===== config.mk =====
export PLATFORM = sky130hd
export DESIGN_NAME = serializer_main_config_regs
export DESIGN_NICKNAME = d
export VERILOG_FILES = /design/src/rtl/main_cfg_pkg.sv /design/src/rtl/serializer_main_config_regs.sv /design/src/rtl/strap_capture.sv
export SDC_FILE = /design/constraint.sdc
export NUM_CORES = 1
export LEC_CHECK = 0
export ABC_CLOCK_PERIOD_IN_PS = 1940
export BUFFER_PORTS_ARGS = -buffer_cell sky130_fd_sc_hd__clkbuf_2
export CAP_MARGIN = 20
export CORE_MARGIN = 2
export CORE_UTILIZATION = 50
export DETAILED_ROUTE_END_ITERATION = 7
export GPL_ROUTABILITY_DRIVEN = 0
export PLACE_DENSITY = 0.76
export SLEW_MARGIN = 20
export SYNTH_ARGS = -nofsm -noshare
export SYNTH_HDL_FRONTEND = slang
export SYNTH_HIERARCHICAL = 1
export SYNTH_SLANG_ARGS = --single-unit

===== constraint.sdc =====
create_clock -name clk_in -period 1.94 [get_ports clk_in]
set_input_delay 0.097 -clock clk_in [delete_from_list [all_inputs] [get_ports clk_in]]
set_output_delay 0.097 -clock clk_in [all_outputs]
set_load 0.005 [all_outputs]

===== src/rtl/main_cfg_pkg.sv =====
package main_cfg_pkg;
    localparam logic [7:0] own_addr_offset = 8'h00;
    localparam logic [7:0] reset_control_offset = 8'h01;
    localparam logic [7:0] general_cfg_offset = 8'h02;
    localparam int override_bit = 0;
    localparam int addr_lsb = 1;
    localparam int reload_bit = 2;
    localparam int full_reset_bit = 1;
    localparam int soft_reset_bit = 0;
    localparam int clock_lane_bit = 6;
    localparam int lane_lsb = 4;
    localparam int check_code_bit = 1;
    localparam int voltage_bit = 0;
    localparam logic [1:0] lanes_reset = 2'h3;
    localparam logic check_code_reset = 1'b1;
    localparam logic clock_lane_reset = 1'b0;
    localparam logic override_reset = 1'b0;
    localparam logic [7:0] unmapped_value = 8'h00;
endpackage


===== src/rtl/serializer_main_config_regs.sv =====
`timescale 1ns/10ps
`default_nettype none
module serializer_main_config_regs
    import main_cfg_pkg::*;
(
    input wire logic clk_in,
    input wire logic rst_in,
    input wire logic [6:0] address_strap_pin_in,
    input wire logic voltage_strap_in,
    input wire logic [7:0] reg_addr_in,
    input wire logic [7:0] reg_wdata_in,
    input wire logic reg_write_in,
    input wire logic reg_read_in,
    output logic [7:0] reg_rdata_out,
    output logic [6:0] active_bus_address_out,
    output logic address_valid_out,
    output logic rom_reload_request_out,
    output logic register_reset_out,
    output logic logic_reset_out,
    output logic clock_lane_always_on_out,
    output logic [1:0] lane_select_out,
    output logic tx_check_code_enable_out,
    output logic bus_voltage_low_out
);
    logic [7:0] strap_value;
    logic strap_valid;
    logic strap_loaded_reg;
    logic address_override_enable_reg;
    logic [6:0] own_bus_address_field_reg;
    logic [7:0] reset_control_reg;
    logic [7:0] general_cfg_reg;
    logic [7:0] rdata_next;
    logic regs_clear;
    logic wr_addr;
    logic wr_reset;
    logic wr_cfg;

    strap_capture #(
        .width(8)
    ) strap_unit (
        .clk_in(clk_in),
        .rst_in(rst_in),
        .strap_in({voltage_strap_in, address_strap_pin_in}),
        .value_out(strap_value),
        .valid_out(strap_valid)
    );

    assign wr_addr = reg_write_in && reg_addr_in == own_addr_offset;
    assign wr_reset = reg_write_in && reg_addr_in == reset_control_offset;
    assign wr_cfg = reg_write_in && reg_addr_in == general_cfg_offset;
    // full reset pulse returns registers to defaults; straps reapply
    assign regs_clear = rst_in || reset_control_reg[full_reset_bit];

    always_ff @(posedge clk_in) begin
        if (regs_clear) begin
            strap_loaded_reg <= 1'b0;
            address_override_enable_reg <= override_reset;
            own_bus_address_field_reg <= 7'h00;
        end else begin
            if (strap_valid && !strap_loaded_reg) begin
                strap_loaded_reg <= 1'b1;
                own_bus_address_field_reg <= strap_value[6:0];
            end else if (wr_addr) begin
                address_override_enable_reg <= reg_wdata_in[override_bit];
                // address bits are only writable while override is on
                if (address_override_enable_reg) begin
                    own_bus_address_field_reg <= reg_wdata_in[7:addr_lsb];
                end
            end
            // dropping override snaps back to the strapped address
            if (!address_override_enable_reg && strap_loaded_reg) begin
                own_bus_address_field_reg <= strap_value[6:0];
            end
        end
    end

    always_ff @(posedge clk_in) begin
        if (rst_in) begin
            reset_control_reg <= 8'h00;
        // a write landing on the full reset pulse is lost; registers are clearing anyway
        end else if (wr_reset && !reset_control_reg[full_reset_bit]) begin
            reset_control_reg <= {5'h00, reg_wdata_in[2:0]};
        end else begin
            reset_control_reg <= 8'h00;
        end
    end

    always_ff @(posedge clk_in) begin
        if (regs_clear) begin
            general_cfg_reg <= 8'h00;
            general_cfg_reg[clock_lane_bit] <= clock_lane_reset;
            general_cfg_reg[lane_lsb +: 2] <= lanes_reset;
            general_cfg_reg[check_code_bit] <= check_code_reset;
        end else if (strap_valid && !strap_loaded_reg) begin
            general_cfg_reg[voltage_bit] <= strap_value[7];
        end else if (wr_cfg) begin
            general_cfg_reg <= reg_wdata_in;
        end
    end

    always_comb begin
        rdata_next = unmapped_value;
        case (reg_addr_in)
            own_addr_offset: begin
                rdata_next = {own_bus_address_field_reg, address_override_enable_reg};
            end
            reset_control_offset: begin
                rdata_next = reset_control_reg;
            end
            general_cfg_offset: begin
                rdata_next = general_cfg_reg;
            end
            default: begin
                rdata_next = unmapped_value;
            end
        endcase
    end

    // no read-to-clear or latched fields live in this bank
    always_ff @(posedge clk_in) begin
        if (rst_in) begin
            reg_rdata_out <= 8'h00;
        end else if (reg_read_in) begin
            reg_rdata_out <= rdata_next;
        end
    end

    assign active_bus_address_out = own_bus_address_field_reg;
    assign address_valid_out = strap_loaded_reg;
    assign rom_reload_request_out = reset_control_reg[reload_bit];
    assign register_reset_out = reset_control_reg[full_reset_bit];
    assign logic_reset_out = reset_control_reg[soft_reset_bit] || reset_control_reg[full_reset_bit];
    assign clock_lane_always_on_out = general_cfg_reg[clock_lane_bit];
    assign lane_select_out = general_cfg_reg[lane_lsb +: 2];
    assign tx_check_code_enable_out = general_cfg_reg[check_code_bit];
    assign bus_voltage_low_out = general_cfg_reg[voltage_bit];

    // a fresh reload write may legally follow the pulse at once
    chk_selfclear_pulse: assert property (@(posedge clk_in) disable iff (rst_in)
        rom_reload_request_out && !wr_reset
        |=> !rom_reload_request_out)
        else $error("reload request lasted more than one cycle");
    chk_reload_from_write: assert property (@(posedge clk_in) disable iff (rst_in)
        wr_reset && reg_wdata_in[reload_bit] && !register_reset_out
        |=> rom_reload_request_out)
        else $error("reload request not raised after write");
    chk_full_reset_defaults: assert property (@(posedge clk_in) disable iff (rst_in)
        register_reset_out |=> lane_select_out == lanes_reset && tx_check_code_enable_out
        && !clock_lane_always_on_out && !address_override_enable_reg)
        else $error("full reset left registers altered");
    chk_soft_keeps_regs: assert property (@(posedge clk_in) disable iff (rst_in)
        logic_reset_out && !register_reset_out && !wr_cfg
        |=> $stable(general_cfg_reg))
        else $error("logic reset changed registers");
    chk_full_dominates: assert property (@(posedge clk_in) disable iff (rst_in)
        register_reset_out
        |-> logic_reset_out)
        else $error("full reset without logic reset");
    chk_addr_locked: assert property (@(posedge clk_in) disable iff (rst_in)
        strap_loaded_reg && !address_override_enable_reg && !register_reset_out
        |=> active_bus_address_out == strap_value[6:0])
        else $error("address differs from strap without override");
    chk_addr_override: assert property (@(posedge clk_in) disable iff (rst_in)
        wr_addr && address_override_enable_reg && !register_reset_out
        |=> active_bus_address_out == $past(reg_wdata_in[7:1]))
        else $error("override write not applied");
    chk_cfg_write: assert property (@(posedge clk_in) disable iff (rst_in)
        wr_cfg && !register_reset_out && strap_loaded_reg
        |=> lane_select_out == $past(reg_wdata_in[5:4])
        && bus_voltage_low_out == $past(reg_wdata_in[0]))
        else $error("configuration write not applied");
    chk_reload_needs_write: assert property (@(posedge clk_in) disable iff (rst_in)
        !(wr_reset && reg_wdata_in[reload_bit])
        |=> !rom_reload_request_out)
        else $error("reload request raised without a write");
    chk_soft_only_logic: assert property (@(posedge clk_in) disable iff (rst_in)
        wr_reset && reg_wdata_in[soft_reset_bit] && !reg_wdata_in[full_reset_bit]
        && !register_reset_out |=> logic_reset_out && !register_reset_out)
        else $error("logic reset write not applied alone");
    chk_both_full_wins: assert property (@(posedge clk_in) disable iff (rst_in)
        wr_reset && reg_wdata_in[soft_reset_bit] && reg_wdata_in[full_reset_bit]
        && !register_reset_out |=> register_reset_out
        ##1 lane_select_out == lanes_reset && !address_override_enable_reg)
        else $error("both reset bits did not apply the full reset");
    chk_full_clears_address: assert property (@(posedge clk_in) disable iff (rst_in)
        register_reset_out
        |=> !address_valid_out && active_bus_address_out == 7'h00)
        else $error("full reset kept the address");
    chk_strap_load: assert property (@(posedge clk_in) disable iff (rst_in)
        strap_valid && !strap_loaded_reg && !register_reset_out
        |=> address_valid_out && active_bus_address_out == $past(strap_value[6:0])
        && bus_voltage_low_out == $past(strap_value[7]))
        else $error("strap values not loaded");
    chk_read_address: assert property (@(posedge clk_in) disable iff (rst_in)
        reg_read_in && reg_addr_in == own_addr_offset
        |=> reg_rdata_out[7:1] == $past(active_bus_address_out)
        && reg_rdata_out[0] == $past(address_override_enable_reg))
        else $error("address read does not show the address in use");
    chk_read_config: assert property (@(posedge clk_in) disable iff (rst_in)
        reg_read_in && reg_addr_in == general_cfg_offset
        |=> reg_rdata_out == $past(general_cfg_reg))
        else $error("configuration read mismatch");
    chk_read_no_effect: assert property (@(posedge clk_in) disable iff (rst_in)
        reg_read_in && !reg_write_in && strap_loaded_reg && !register_reset_out
        |=> $stable(general_cfg_reg) && $stable(address_override_enable_reg))
        else $error("read changed register contents");
endmodule
`default_nettype wire


===== src/rtl/strap_capture.sv =====
`timescale 1ns/10ps
`default_nettype none
// two-stage synchroniser then a one-shot capture after reset release
module strap_capture #(
    parameter int width = 8
) (
    input wire logic clk_in,
    input wire logic rst_in,
    input wire logic [width-1:0] strap_in,
    output logic [width-1:0] value_out,
    output logic valid_out
);
    logic [width-1:0] sync1_reg;
    logic [width-1:0] sync2_reg;
    logic [1:0] fill_reg;

    // a zero width leaves nothing to capture, refused at elaboration
    if (width < 1) begin
        $error("strap width must be positive");
    end

    always_ff @(posedge clk_in) begin
        sync1_reg <= strap_in;
        sync2_reg <= sync1_reg;
    end

    // waits two edges so the synchroniser holds real pin levels
    always_ff @(posedge clk_in) begin
        if (rst_in) begin
            fill_reg <= 2'h0;
            valid_out <= 1'b0;
            value_out <= '0;
        end else begin
            if (fill_reg != 2'h2) begin
                fill_reg <= fill_reg + 2'h1;
            end
            if (fill_reg == 2'h2 && !valid_out) begin
                valid_out <= 1'b1;
                value_out <= sync2_reg;
            end
        end
    end
endmodule
`default_nettype wire


Yosys cells after proc, flatten, opt, wreduce, memory -nomap -nowiden. Cells that the tools add are included.

Output and inout port bits: 24. Word-level logic and storage cells: 48. Flip-flop bits (word level): 60.

Add/subtract/negate cells: 1. Equal/unequal tests: 4. Reduce and logical (&&, ||, !) cells: 21. Mux-type cells: 7. Bitwise logic cells: 2.

Operators by type and width (count): 7-bit two-way mux (4); 8-bit one-hot mux with 3 select lines (1); 8-bit by 1-bit == test with 1-bit output, second input constant (1); 8-bit by 2-bit == test with 1-bit output, second input constant (1); 8-bit logical NOT (1); 1-bit logical AND (7); 2-bit AND reduction (3); 3-bit nonzero test (2); 1-bit logical NOT (4); 2-bit by 1-bit adder with 2-bit output, second input constant (1); 2-bit == test, second input constant (1); 1-bit logical OR (2); 1-bit two-way mux (2); 2-bit != test, second input constant (1); 1-bit inverter (2); 2-bit nonzero test (1); 2-bit OR reduction (1).

Depth between registers and ports, before layout. Gate-level depths: netlist of the first run.

Depth in word-level cells: 5. Depth in mapped cells: 6. Mapped depth without buffers: 4.

Hierarchy. The synthesis of the first run kept the hierarchy.

By module, submodules not included: serializer_main_config_regs (area each 1301.2 um^2, instances 1, sequential area each 560.5 um^2, cells each 148); strap_capture (area each 802.0 um^2, instances 1, sequential area each 540.5 um^2, cells each 63).

Worst setup path after synthesis of the first run. No wires, ideal clock.

Path type: register -> register. Start: reg strap_unit.valid_out. End: reg own_bus_address_field_reg[0], in the netlist active_bus_address_out[0]. Data required time: 1808 ps. Library setup time: 132 ps. Path slack: 586 ps. Period minus slack after synthesis: 1354 ps. Stages on the path, launching flop included: 7. Arrival time: 1222 ps. Path through: dfxtp_1 -> nand2b_1 -> and4_1 -> buf_6 -> buf_12 -> a32oi_1 -> a21oi_1.

Longest elaborated chain between the ends: 3.

Ends and longest elaborated chain: from (decl) (line strap_capture.sv:11) `output logic valid_out`; from (signal assigned) (line strap_capture.sv:31) `valid_out <= 1'b0;`; from (signal assigned) (line strap_capture.sv:38) `valid_out <= 1'b1;`; 1-bit logical AND (*) (line serializer_main_config_regs.sv:60) `if (strap_valid && !strap_loaded_reg) begin`; 3-bit nonzero test (no source line) or 7-bit two-way mux (tied branches); 2-bit AND reduction (no source line) or 7-bit two-way mux (tied branches); to (signal assigned) (line serializer_main_config_regs.sv:62) `own_bus_address_field_reg <= strap_value[6:0];`; to (signal assigned) (line serializer_main_config_regs.sv:67) `own_bus_address_field_reg <= reg_wdata_in[7:addr_lsb];`; to (signal assigned) (line serializer_main_config_regs.sv:72) `own_bus_address_field_reg <= strap_value[6:0];`; to (decl) (line serializer_main_config_regs.sv:29) `logic [6:0] own_bus_address_field_reg;`.

Mark *: on every way between the ends. The rest lies on a longest branch, timed or not. A chain may end at the register's enable or synchronous reset.

Worst setup path after layout of the first run.
Start: reg strap_unit.valid_out. End: reg general_cfg_reg[0].

Longest elaborated chain between the ends: 2.

Ends and longest elaborated chain: 1-bit logical AND (*) (line serializer_main_config_regs.sv:94) `end else if (strap_valid && !strap_loaded_reg) begin`; 1-bit two-way mux or 2-bit nonzero test (tied branches); to (signal, indexed assignment) (line serializer_main_config_regs.sv:93) `general_cfg_reg[check_code_bit] <= check_code_reset;`; to (signal, indexed assignment) (line serializer_main_config_regs.sv:95) `general_cfg_reg[voltage_bit] <= strap_value[7];`; to (signal assigned) (line serializer_main_config_regs.sv:97) `general_cfg_reg <= reg_wdata_in;`; to (decl) (line serializer_main_config_regs.sv:31) `logic [7:0] general_cfg_reg;`.

Marked as above.

==> results of run 1 <==
cell usage after synthesis:
library cell  instances  share of area, %
a21boi_0              1              0.36
a21oi_1              12               2.9
a21oi_2               1              0.42
a221oi_1              1              0.42
a311oi_2              1              0.71
a31oi_1               2              0.59
a32oi_1               5               2.1
and2_1                3              0.89
and2b_4               1              0.48
and3_2                1              0.36
and3b_1               1              0.42
and4_1                1              0.42
and4_2                1              0.48
buf_12                1              0.95
buf_2                 2              0.48
buf_4                 2              0.71
buf_6                 2               1.1
clkbuf_1              3              0.54
dfxtp_1              55                52
ha_1                  1              0.59
inv_1                 5              0.89
mux2i_1               8               3.8
nand2_1              11               2.0
nand2b_1             12               3.6
nand3_1              17               4.0
nand4_1               3              0.89
nand4bb_1             8               4.3
nor2_1               13               2.3
nor2b_1               4               1.2
nor4_4                1               1.0
o21a_1                1              0.36
o21ai_0              14               3.3
o21ai_1               8               1.9
o2bb2ai_1             3               1.2
o311ai_0              1              0.42
or2_1                 1              0.30
or2_2                 3              0.89
xor2_1                1              0.42
report_power, final:
part / total [mW] / switching, mW / internal [mW]
sequential: 1.31 / 0.0774 / 1.24
combinational: 0.434 / 0.231 / 0.203
clock: 0.572 / 0.330 / 0.241
per-layer routing:
layer  wire [µm]  GRT usage (%)  share of wire (%)  vias up
met4          59           7.35                1.5        0
li1            -              -                  -      866
met2        1840           31.3                 45       50
met3         207           4.87                5.1        7
met1        1950           23.4                 48      714
met5           0              0                  0        -
worst max-delay path, stage by stage (launching register included):
cell	delay, ns
dfxtp_1	0.51
nand2b_1	0.13
and4_1	0.39
a221oi_1	0.34
a311oi_2	0.08
placed cells by master (no fill, tap or decap):
cell type,count
clkbuf_2,51
and2b_4,1
nand2b_1,12
a21oi_1,12
nand4_1,3
nor2b_1,4
and4_2,1
a31oi_1,2
ha_1,1
nor2_1,13
o21ai_0,14
dfxtp_1,55
buf_4,2
a221oi_1,1
mux2i_1,8
nand3_1,17
nand4bb_1,8
or2_1,1
xor2_1,1
nand2_1,11
and4_1,1
and3_2,1
o21a_1,1
a21oi_2,1
inv_1,5
clkbuf_1,1
o21ai_1,8
a21boi_0,1
a311oi_2,1
clkbuf_8,5
or2_2,3
and3b_1,1
o2bb2ai_1,3
and2_1,3
o311ai_0,1
nor4_4,1
a32oi_1,5
dlygate4sd3_1,8
layout make-up:
type / instances / area, µm² / share of cell area, %
sequential: 55 / 1100 / 43.9
multi-input combinational: 141 / 905 / 36.0
timing repair buffer: 61 / 350 / 14.0
clock buffer: 6 / 72.6 / 2.89
tap: 50 / 62.6 / 2.49
inverter: 5 / 18.8 / 0.748
cells by family after synthesis:
kind of cell,count (synthesis)
AND/OR/NAND/NOR,81
multiplexers,8
AO/OA/AOI/OAI,50
buffers and inverters,15
flip-flops,55
adder cells (fa/ha/maj),1
XOR/XNOR,1
worst max-delay path by stage:
stage | from | end | slack (ns) | depth (start not counted)
6_report | strap_unit/valid_out$_SDFFE_PP0P_ | general_cfg_reg[0]$_SDFFE_PP0P_ | 0.37 | 4
5_1_grt | strap_unit/valid_out$_SDFFE_PP0P_ | general_cfg_reg[0]$_SDFFE_PP0P_ | 0.15 | 4
4_1_cts | strap_unit/valid_out$_SDFFE_PP0P_ | general_cfg_reg[0]$_SDFFE_PP0P_ | 0.36 | 4
3_5_place_dp | reg_addr_in[3] | general_cfg_reg[0]$_SDFFE_PP0P_ | 0.31 | 5
3_3_place_gp | reg_addr_in[3] | general_cfg_reg[0]$_SDFFE_PP0P_ | 0.37 | 5
2_1_floorplan | strap_unit/valid_out$_SDFFE_PP0P_ | active_bus_address_out[0]$_SDFFE_PP0P_ | 0.59 | 6
through the flow:
| step | hold WS, ns | instances | cell area (µm²) | total power [mW] |
|---|---|---|---|---|
| after CTS | 0.0150 | 318 | 2510 | 2.34 |
| after detailed placement | 0.201 | 304 | 2360 | 1.76 |
| after global placement | 0.199 | 304 | 2360 | 1.75 |
| after global routing | 0.0249 | 318 | 2510 | 2.45 |
| final | 0.0206 | 318 | 2510 | 2.32 |
| after floorplan | 0.125 | 211 | 2100 | 1.64 |
==> flow_metrics.env, run 1 <==
export IMPL_outcome="finished clean"
export IMPL_setup_viol=0
export IMPL_synth_compound_area_share_pct=14.7
export IMPL_start_util_pct=52.2
export IMPL_first_iter_violations=131
export IMPL_route_detailed_drc=0
export IMPL_min_path_cells=3
export IMPL_cts_setup_buffers=0
export IMPL_cp_arrival_ns=1.74
export IMPL_vias_per_cell=5.15
export IMPL_clk_latency_ns=0.30
export IMPL_p_leak_nw=1.03
export IMPL_cts_resized_gates=0
export IMPL_antenna_left=0
export IMPL_grt_pass1_wl_um=6540
export IMPL_firstDrtPassIters=4
export IMPL_first_global_vias=1421
export IMPL_fp_dieH_um=68.9
export IMPL_synthMuxAreaShare_pct=3.81
export IMPL_hold_path_class="input pin to register"
export IMPL_cts_tree="done"
export IMPL_holdCritStartpoint="reg_wdata_in[2]"
export IMPL_powerDensity_nw_per_um2=924
export IMPL_clock_skew_ns=0.0101
export IMPL_ir_drop_uv=580
export IMPL_synth_nets=240
export IMPL_maxCapViolCount=0
export IMPL_ctsHoldBuffers=8
export IMPL_dpl_hpwl_um=2970
export IMPL_synthSimpleGateAreaFrac_pct=23.5
export IMPL_clockBufferDepth=2
export IMPL_vias=1637
export IMPL_min_period_ns=1.57
export IMPL_synth_fa_ha_area_share_pct=0.595
export IMPL_fp_coreArea_um2=4030
export IMPL_clkTransAtPathRegs_ns=0.09
export IMPL_synth_top_family_by_area="simple AND/OR/NAND/NOR gates"
export IMPL_reg2reg_depth=4
export IMPL_drive_above_1_share_pct=25.0
export IMPL_post_place_ws_ns=0.314
export IMPL_cts_sinks=55
export IMPL_path_max_fanout=15
export IMPL_syn_to_final_growth_pct=19.3
export IMPL_cts_root_buf="clkbuf_8"
export IMPL_ios=52
export IMPL_seq_area_frac_synth_pct=52.3
export IMPL_worstSetupPathType="register to register"
export IMPL_reg2reg_slack_ns=0.37
export IMPL_synth_cell_area_um2=2100
export IMPL_io_buffers=51
export IMPL_tns_ns=0
export IMPL_routed_wl_um=4060
export IMPL_min_to="reset_control_reg[2]$_SDFF_PP0_"
export IMPL_end_kind="register"
export IMPL_setup_ws_ns=0.368
export IMPL_fillers=371
export IMPL_rsz0062_at_grt="false"
export IMPL_antenna_found_initial=0
export IMPL_tightest_slew_ns=0.560
export IMPL_fmax_ghz=0.636
export IMPL_netlist_instances=211
export IMPL_numCtsBuffers=5
export IMPL_yosys_warnings=6
export IMPL_ys_types=38
export IMPL_layout_nets=298
export IMPL_die_x_um=68.9
export IMPL_crit_path_start_kind="register"
export IMPL_final_hold_viol_count=0
export IMPL_htreeDepth=2
export IMPL_wl_per_cell_um=12.8
export IMPL_finish_utilization_pct=62.3
export IMPL_synth_xor_area_share_pct=0.416
export IMPL_grt_overflow=0
export IMPL_synth_seq_cells=55
export IMPL_fin_crit_sh_pct=81.0
export IMPL_r2r_end="general_cfg_reg[0]$_SDFFE_PP0P_"
export IMPL_die_area_um2=4740
export IMPL_diodes=0
export IMPL_num_rows=23
export IMPL_required_ns=2.11
export IMPL_syn_avg_cell_area_um2=9.97
export IMPL_groute_usage_overall_pct=18.8
export IMPL_grt_max_degree=25
export IMPL_crit_reg2reg_launch="strap_unit/valid_out$_SDFFE_PP0P_"
export IMPL_slew_viol_final=0
export IMPL_slew_headroom_pct=62.5
Note: power is estimated with default switching activity, not from simulation.
==> run 2, diff against run 1 <==
--- a/config.mk
+++ b/config.mk
@@ -5,14 +5,15 @@
 export SDC_FILE = /design/constraint.sdc
 export NUM_CORES = 1
 export LEC_CHECK = 0
-export ABC_CLOCK_PERIOD_IN_PS = 1940
+export ABC_AREA = 1
+export ABC_CLOCK_PERIOD_IN_PS = 1600
 export BUFFER_PORTS_ARGS = -buffer_cell sky130_fd_sc_hd__clkbuf_2
 export CAP_MARGIN = 20
 export CORE_MARGIN = 2
 export CORE_UTILIZATION = 50
 export DETAILED_ROUTE_END_ITERATION = 7
 export GPL_ROUTABILITY_DRIVEN = 0
-export PLACE_DENSITY = 0.76
+export PLACE_DENSITY = 0.75
 export SLEW_MARGIN = 20
 export SYNTH_ARGS = -nofsm -noshare
 export SYNTH_HDL_FRONTEND = slang
==> constraint.sdc (replaced) <==
create_clock -name clk_in -period 1.6 [get_ports clk_in]
set_input_delay 0.08 -clock clk_in [delete_from_list [all_inputs] [get_ports clk_in]]
set_output_delay 0.08 -clock clk_in [all_outputs]
set_load 0.005 [all_outputs]
==> run 2 against run 1 <==
Compared with the run above:
- utilization rose by 0.20 points
- fmax rose by 16%
- clock power rose by 39%
- non-clock buffer count rose by 2
- synthesized area rose by 5.7%
- via count rose by 17%
- hold slack got worse by 0.0060 ns
- sequential cell count did not move
- sequential share of layout area fell by 3.1 points
- die area rose by 5.3%
- design area rose by 7.7%
- register-to-register slack got worse by 0.12 ns
- largest power group unchanged
==> flow_metrics.env, run 2 <==
export IMPL_max_stage_delay_ns=0.45
export IMPL_r2r_end="active_bus_address_out[1]$_SDFFE_PP0P_"
export IMPL_numCtsBuffers=5
export IMPL_cts_sinks=55
export IMPL_clock_skew_ns=0.0148
export IMPL_clockBufferDepth=2
export IMPL_ir_drop_uv=861
export IMPL_p_clk_share_pct=24.1
export IMPL_slew_viol_final=0
export IMPL_wl_met3_um=245
export IMPL_post_place_ws_ns=0.257
export IMPL_netlist_instances=285
export IMPL_num_rows=24
export IMPL_power_total_mw=3.30
export IMPL_diodes=0
export IMPL_cts_resized_gates=0
export IMPL_crit_cells=4
export IMPL_crit_chain="o21ai_2 > nand2_4 > o21ai_0 > nor2_1"
export IMPL_cpMaxStageDelayCell="o21ai_2"
export IMPL_synth_top_area_cell="dfxtp_1"
export IMPL_setup_viol=0
export IMPL_top_layer="met4"
export IMPL_route_detailed_drc=0
export IMPL_first_global_vias=1785
export IMPL_crit_path_start_kind="register"
export IMPL_reg2reg_slack_ns=0.25
export IMPL_grt_pass1_wl_um=7560
export IMPL_critPathTopFamily="compound AO/OA/AOI/OAI gates"
export IMPL_synth_flop_cell="dfxtp_1"
export IMPL_slew_headroom_pct=67.2
export IMPL_start_util_pct=51.4
export IMPL_fin_crit_sh_pct=84.5
export IMPL_required_ns=1.81
export IMPL_antenna_found_initial=0
export IMPL_final_hold_viol_count=0
export IMPL_fmax_ghz=0.740
export IMPL_path_max_fanout=12
export IMPL_outcome="finished clean"
export IMPL_synthTopCellsByCount="nand2_1 (60), dfxtp_1 (55), inv_1 (35), nor2_1 (35), o21ai_0 (24)"
export IMPL_vias_per_cell=4.76
export IMPL_fp_coreArea_um2=4320
export IMPL_rsz0062_at_grt="false"
export IMPL_setup_ws_ns=0.248
export IMPL_seq_area_frac_synth_pct=49.5
export IMPL_fp_dieH_um=70.7
export IMPL_layout_nets=377
export IMPL_drive_above_1_share_pct=23.2
export IMPL_cp_startpoint="strap_unit/valid_out$_SDFFE_PP0P_"
export IMPL_wl_met1_um=1870
export IMPL_clkTransAtPathRegs_ns=0.10
export IMPL_wl_met2_um=2300
export IMPL_powerDensity_nw_per_um2=1220
export IMPL_ios=52
export IMPL_reg2reg_depth=4
export IMPL_synth_seq_cells=55
export IMPL_min_period_ns=1.35
export IMPL_first_iter_violations=84
export IMPL_p_comb_share_pct=24.7
export IMPL_antenna_left=0
export IMPL_switchingPower_mw=1.11
export IMPL_synth_edf_count=0
export IMPL_routed_wl_um=4480
export IMPL_die_area_um2=4990
export IMPL_swShare_pct=33.6
export IMPL_grt_max_degree=20
export IMPL_final_common_cell="nand2_1"
export IMPL_p_leak_nw=1.32
export IMPL_grt_overflow=0
export IMPL_firstDrtPassIters=4
export IMPL_htreeDepth=2
export IMPL_synth_cell_area_um2=2220
export IMPL_ys_types=27
export IMPL_yosys_area_top_type_share_pct=49.5
export IMPL_cp_num_buf_inv=0
export IMPL_cp_arrival_ns=1.57
export IMPL_worstSetupPathType="register to register"
export IMPL_crit_reg2reg_launch="strap_unit/valid_out$_SDFFE_PP0P_"
export IMPL_die_x_um=70.7
export IMPL_synth_nets=314
export IMPL_wl_per_cell_um=11.2
export IMPL_p_int_mw=2.19
export IMPL_dpl_hpwl_um=3370
export IMPL_synth_async_sr_flop_share_pct=0
export IMPL_synth_area_leaders="dfxtp_1 (50%), nand2_1 (10%), inv_1 (5.9%)"
export IMPL_yosys_warnings=6
export IMPL_syn_avg_cell_area_um2=7.80
export IMPL_crit_path_end="active_bus_address_out[1]$_SDFFE_PP0P_"
export IMPL_cts_root_buf="clkbuf_8"
export IMPL_groute_usage_overall_pct=18.9
export IMPL_most_common_layout_cells="nand2_1 (60), dfxtp_1 (55), clkbuf_2 (51)"
export IMPL_tightest_slew_ns=0.492
export IMPL_seqPwrFrac_pct=51.1
export IMPL_synth_most_common_cell="nand2_1"
export IMPL_tns_ns=0
export IMPL_vias=1910
export IMPL_cts_tree="done"
export IMPL_hold_path_class="input pin to register"
export IMPL_maxCapViolCount=0
export IMPL_io_buffers=51
export IMPL_clk_latency_ns=0.32
export IMPL_end_kind="register"
export IMPL_syn_to_final_growth_pct=21.6
[run 2: layout make-up]
class	instances	area (µm²)
fillers	414	1620
flip-flops and latches	55	1100
multi-input cells	181	906
repair buffers	63	373
inverters	42	161
clock buffers	5	68.8
well taps	52	65.1
clock inverters	3	27.5
[run 2: power by group through the flow]
stage	Clock (mW)	Combinational (mW)	Sequential, mW
global placement	0	0.770	1.72
global route	0.867	0.942	1.71
floorplan	0	0.620	1.70
finish	0.796	0.817	1.69
detailed placement	0	0.798	1.73
CTS	0.818	0.828	1.69
[run 2: cell families after synthesis]
logic type / synth area share, %
buffers and inverters: 9.68
AO/OA/AOI/OAI: 11.2
flip-flops: 49.5
adder cells (fa/ha/maj): 0.563
AND/OR/NAND/NOR: 29.0
[run 2: stage by stage]
stage,cell area [µm²],utilization (%),instances,hold WS [ns]
after floorplan,2220,-,285,0.108
after global placement,2500,57.7,382,0.183
after detailed placement,2500,57.7,382,0.184
after CTS,2700,62.5,401,0.00834
after global routing,2700,62.5,401,0.0323
final,2700,62.5,401,0.0147
[run 2: worst min path at each step]
stage	from	end	slack [ns]	depth (start not counted)
3_3_place_gp	address_strap_pin_in[6]	strap_unit/sync1_reg[6]$_DFF_P_	0.18	1
3_5_place_dp	address_strap_pin_in[1]	strap_unit/sync1_reg[1]$_DFF_P_	0.18	1
5_1_grt	reg_wdata_in[4]	general_cfg_reg[4]$_SDFFE_PP1P_	0.03	3
4_1_cts	reg_wdata_in[4]	general_cfg_reg[4]$_SDFFE_PP1P_	0.008	3
2_1_floorplan	address_strap_pin_in[0]	strap_unit/sync1_reg[0]$_DFF_P_	0.11	0
6_report	reg_wdata_in[4]	general_cfg_reg[4]$_SDFFE_PP1P_	0.01	3
[run 2: metal layers]
metal / vias up / GRT usage, %
met4: 0 / 5.66
met5: - / 0
met1: 838 / 20.3
met2: 45 / 35.7
met3: 7 / 5.56
li1: 1020 / -
[run 2: timing repair]
| item | 4_1_cts | 5_1_grt |
|---|---|---|
| endpoints found under the hold margin | 11 | 0 |
| buffers inserted | 0 | 0 |
| hold buffers | 11 | 0 |
[run 2: tightest hold or removal path, cell delays in order]
cell and delay (ns):
clkbuf_2 0.10, nand2_1 0.05, o211ai_1 0.06
==> run 3, diff against run 2 <==
--- a/config.mk
+++ b/config.mk
@@ -6,14 +6,14 @@
 export NUM_CORES = 1
 export LEC_CHECK = 0
 export ABC_AREA = 1
-export ABC_CLOCK_PERIOD_IN_PS = 1600
+export ABC_CLOCK_PERIOD_IN_PS = 1120
 export BUFFER_PORTS_ARGS = -buffer_cell sky130_fd_sc_hd__clkbuf_2
 export CAP_MARGIN = 20
 export CORE_MARGIN = 2
-export CORE_UTILIZATION = 50
+export CORE_UTILIZATION = 47
 export DETAILED_ROUTE_END_ITERATION = 7
 export GPL_ROUTABILITY_DRIVEN = 0
-export PLACE_DENSITY = 0.75
+export PLACE_DENSITY = 0.74
 export SLEW_MARGIN = 20
 export SYNTH_ARGS = -nofsm -noshare
 export SYNTH_HDL_FRONTEND = slang
==> constraint.sdc (replaced) <==
create_clock -name clk_in -period 1.12 [get_ports clk_in]
set_input_delay 0.056 -clock clk_in [delete_from_list [all_inputs] [get_ports clk_in]]
set_output_delay 0.056 -clock clk_in [all_outputs]
set_load 0.005 [all_outputs]
==> run 3 against run 2 <==
Compared with the run above:
- the run now ends with setup timing left
- register-to-register slack got worse by 0.27 ns
- routed wire length grew 4.5%
- non-clock buffer count rose by 20
- fmax increased by 19%
- highest routed layer unchanged
==> flow_metrics.env, run 3 (synthesis gave the netlist of run 2 again) <==
export IMPL_outcome="complete, but fails checks"
export IMPL_violations="setup timing"
export IMPL_fmax_ghz=0.879
export IMPL_num_rows=25
export IMPL_finish_utilization_pct=63.7
export IMPL_start_util_pct=48.0
export IMPL_die_area_um2=5290
export IMPL_groute_usage_overall_pct=17.8
export IMPL_post_place_ws_ns=-0.0483
export IMPL_vias=1988
export IMPL_htreeDepth=2
export IMPL_first_global_vias=1723
export IMPL_clock_skew_ns=0.00817
export IMPL_hold_path_class="input pin to register"
export IMPL_setup_ws_ns=-0.0172
export IMPL_routed_wl_um=4680
export IMPL_firstDrtPassIters=4
export IMPL_clockBufferDepth=2
export IMPL_cts_sinks=55
export IMPL_vias_per_cell=4.68
export IMPL_cts_tree="done"
export IMPL_min_period_ns=1.14
export IMPL_cts_root_buf="clkbuf_8"
export IMPL_die_x_um=72.8
export IMPL_grt_max_degree=17
export IMPL_first_iter_violations=132
export IMPL_diodes=0
export IMPL_fin_crit_sh_pct=102
export IMPL_final_common_cell="nand2_1"
export IMPL_most_common_layout_cells="nand2_1 (58), dfxtp_1 (51), clkbuf_2 (51)"
export IMPL_fillers=400
export IMPL_dpl_hpwl_um=3360
export IMPL_postLayoutCellArea_um2=2950
export IMPL_crit_path_start_kind="register"
export IMPL_worstSetupPathType="register to register"
export IMPL_fp_coreArea_um2=4630
export IMPL_fp_dieH_um=72.8
export IMPL_min_path_cells=3
export IMPL_p_leak_nw=1.43
export IMPL_final_hold_viol_count=0
export IMPL_antenna_found_initial=0
export IMPL_reg2reg_depth=7
export IMPL_antenna_left=0
export IMPL_route_detailed_drc=0
export IMPL_holdWs_ns=0.00991
export IMPL_ios=52
export IMPL_post_dp_cell_area_um2=2600
export IMPL_tns_ns=-0.0172
export IMPL_layout_nets=399
export IMPL_io_buffers=51
export IMPL_cpMaxStageDelayCell="dfxtp_4"
export IMPL_required_ns=1.33
export IMPL_numCtsBuffers=5
export IMPL_grt_pass1_wl_um=7270
export IMPL_clk_latency_ns=0.31
export IMPL_slew_viol_final=0
export IMPL_path_max_fanout=5
export IMPL_wl_per_cell_um=11.0
export IMPL_ir_drop_uv=1200
export IMPL_powerDensity_nw_per_um2=1730
export IMPL_crit_chain="inv_4 > nand2_4 > inv_4 > nor2_4 > nand2_4 > o21ai_0 > a21oi_1"
export IMPL_clkTransAtPathRegs_ns=0.10
export IMPL_max_stage_delay_ns=0.39
export IMPL_maxCapViolCount=0
export IMPL_grt_overflow=0
export IMPL_setup_viol=1
export IMPL_slew_headroom_pct=79.0
export IMPL_syn_to_final_growth_pct=32.7
export IMPL_tightest_slew_ns=0.313
export IMPL_rsz0062_at_grt="true"
export IMPL_drive_above_1_share_pct=31.0
export IMPL_cp_arrival_ns=1.35
export IMPL_end_kind="register"
==> run 3: cell count changes in the layout (fill, tap and decap cells not counted), moves of 3 or more <==
cell,change
buf_4,+16
nor2_2,+3
o21ai_0,-12
inv_1,-3
inv_4,+3
nor2_1,-3
dfxtp_1,-4
nand2_2,+4
o21ai_1,+12
==> run 3: worst paths after layout <==
kind | startpoint | to | slack [ns]
worst max-delay path | address_valid_out$_SDFFE_PP0P_ | general_cfg_reg[6]$_SDFFE_PP0P_ | -0.02
worst min-delay path | reg_wdata_in[5] | general_cfg_reg[5]$_SDFFE_PP1P_ | 0.01
worst max register to register | address_valid_out$_SDFFE_PP0P_ | general_cfg_reg[6]$_SDFFE_PP0P_ | -0.02
worst min register to register | strap_unit/sync1_reg[0]$_DFF_P_ | strap_unit/sync2_reg[0]$_DFF_P_ | 0.33
==> run 3: area by class of cell <==
type | instances | area [µm²] | share of cell area [%]
multi-input combinational | 183 | 962 | 32.6
tap | 54 | 67.6 | 2.29
inverter | 42 | 168 | 5.69
timing repair buffer | 83 | 544 | 18.5
clock inverter | 1 | 8.76 | 0.297
clock buffer | 7 | 86.3 | 2.93
sequential | 55 | 1110 | 37.7
==> run 3: power by group <==
group | switching, mW | internal, mW | total, mW
Sequential | 0.197 | 2.23 | 2.42
Clock | 0.622 | 0.508 | 1.13
Combinational | 0.839 | 0.698 | 1.54
==> run 3: worst max-delay path: cells and delay by family, from the launching register on <==
kind / cells / cell delay, ns
DFF: 1 / 0.39
and+or+nand+nor: 3 / 0.33
AOI/OAI and AO/OA: 2 / 0.22
buffers and inverters: 2 / 0.10
==> run 3: what timing repair did <==
action,in CTS,in global routing
buffers inserted,1,5
endpoints found under the hold margin,13,0
hold buffers,13,0
gates resized for setup,4,30
gates cloned,0,2
pin swaps,0,10
setup endpoints to repair,7,27
==> run 3: metal layers <==
metal  vias to the layer above  routed length, µm  track usage (%)
li1                       1067                  -                -
met1                       860               2040             20.4
met2                        56               2360             31.9
met3                         5                217             4.56
met4                         0                 62             6.17
met5                         -                  0                0
==> run 3: metrics by stage <==
stage | power (mW) | cells
3_5_place_dp | 3.77 | 396
3_3_place_gp | 3.74 | 396
5_1_grt | 5.43 | 425
4_1_cts | 4.94 | 418
2_1_floorplan | 3.31 | 285
6_report | 5.09 | 425
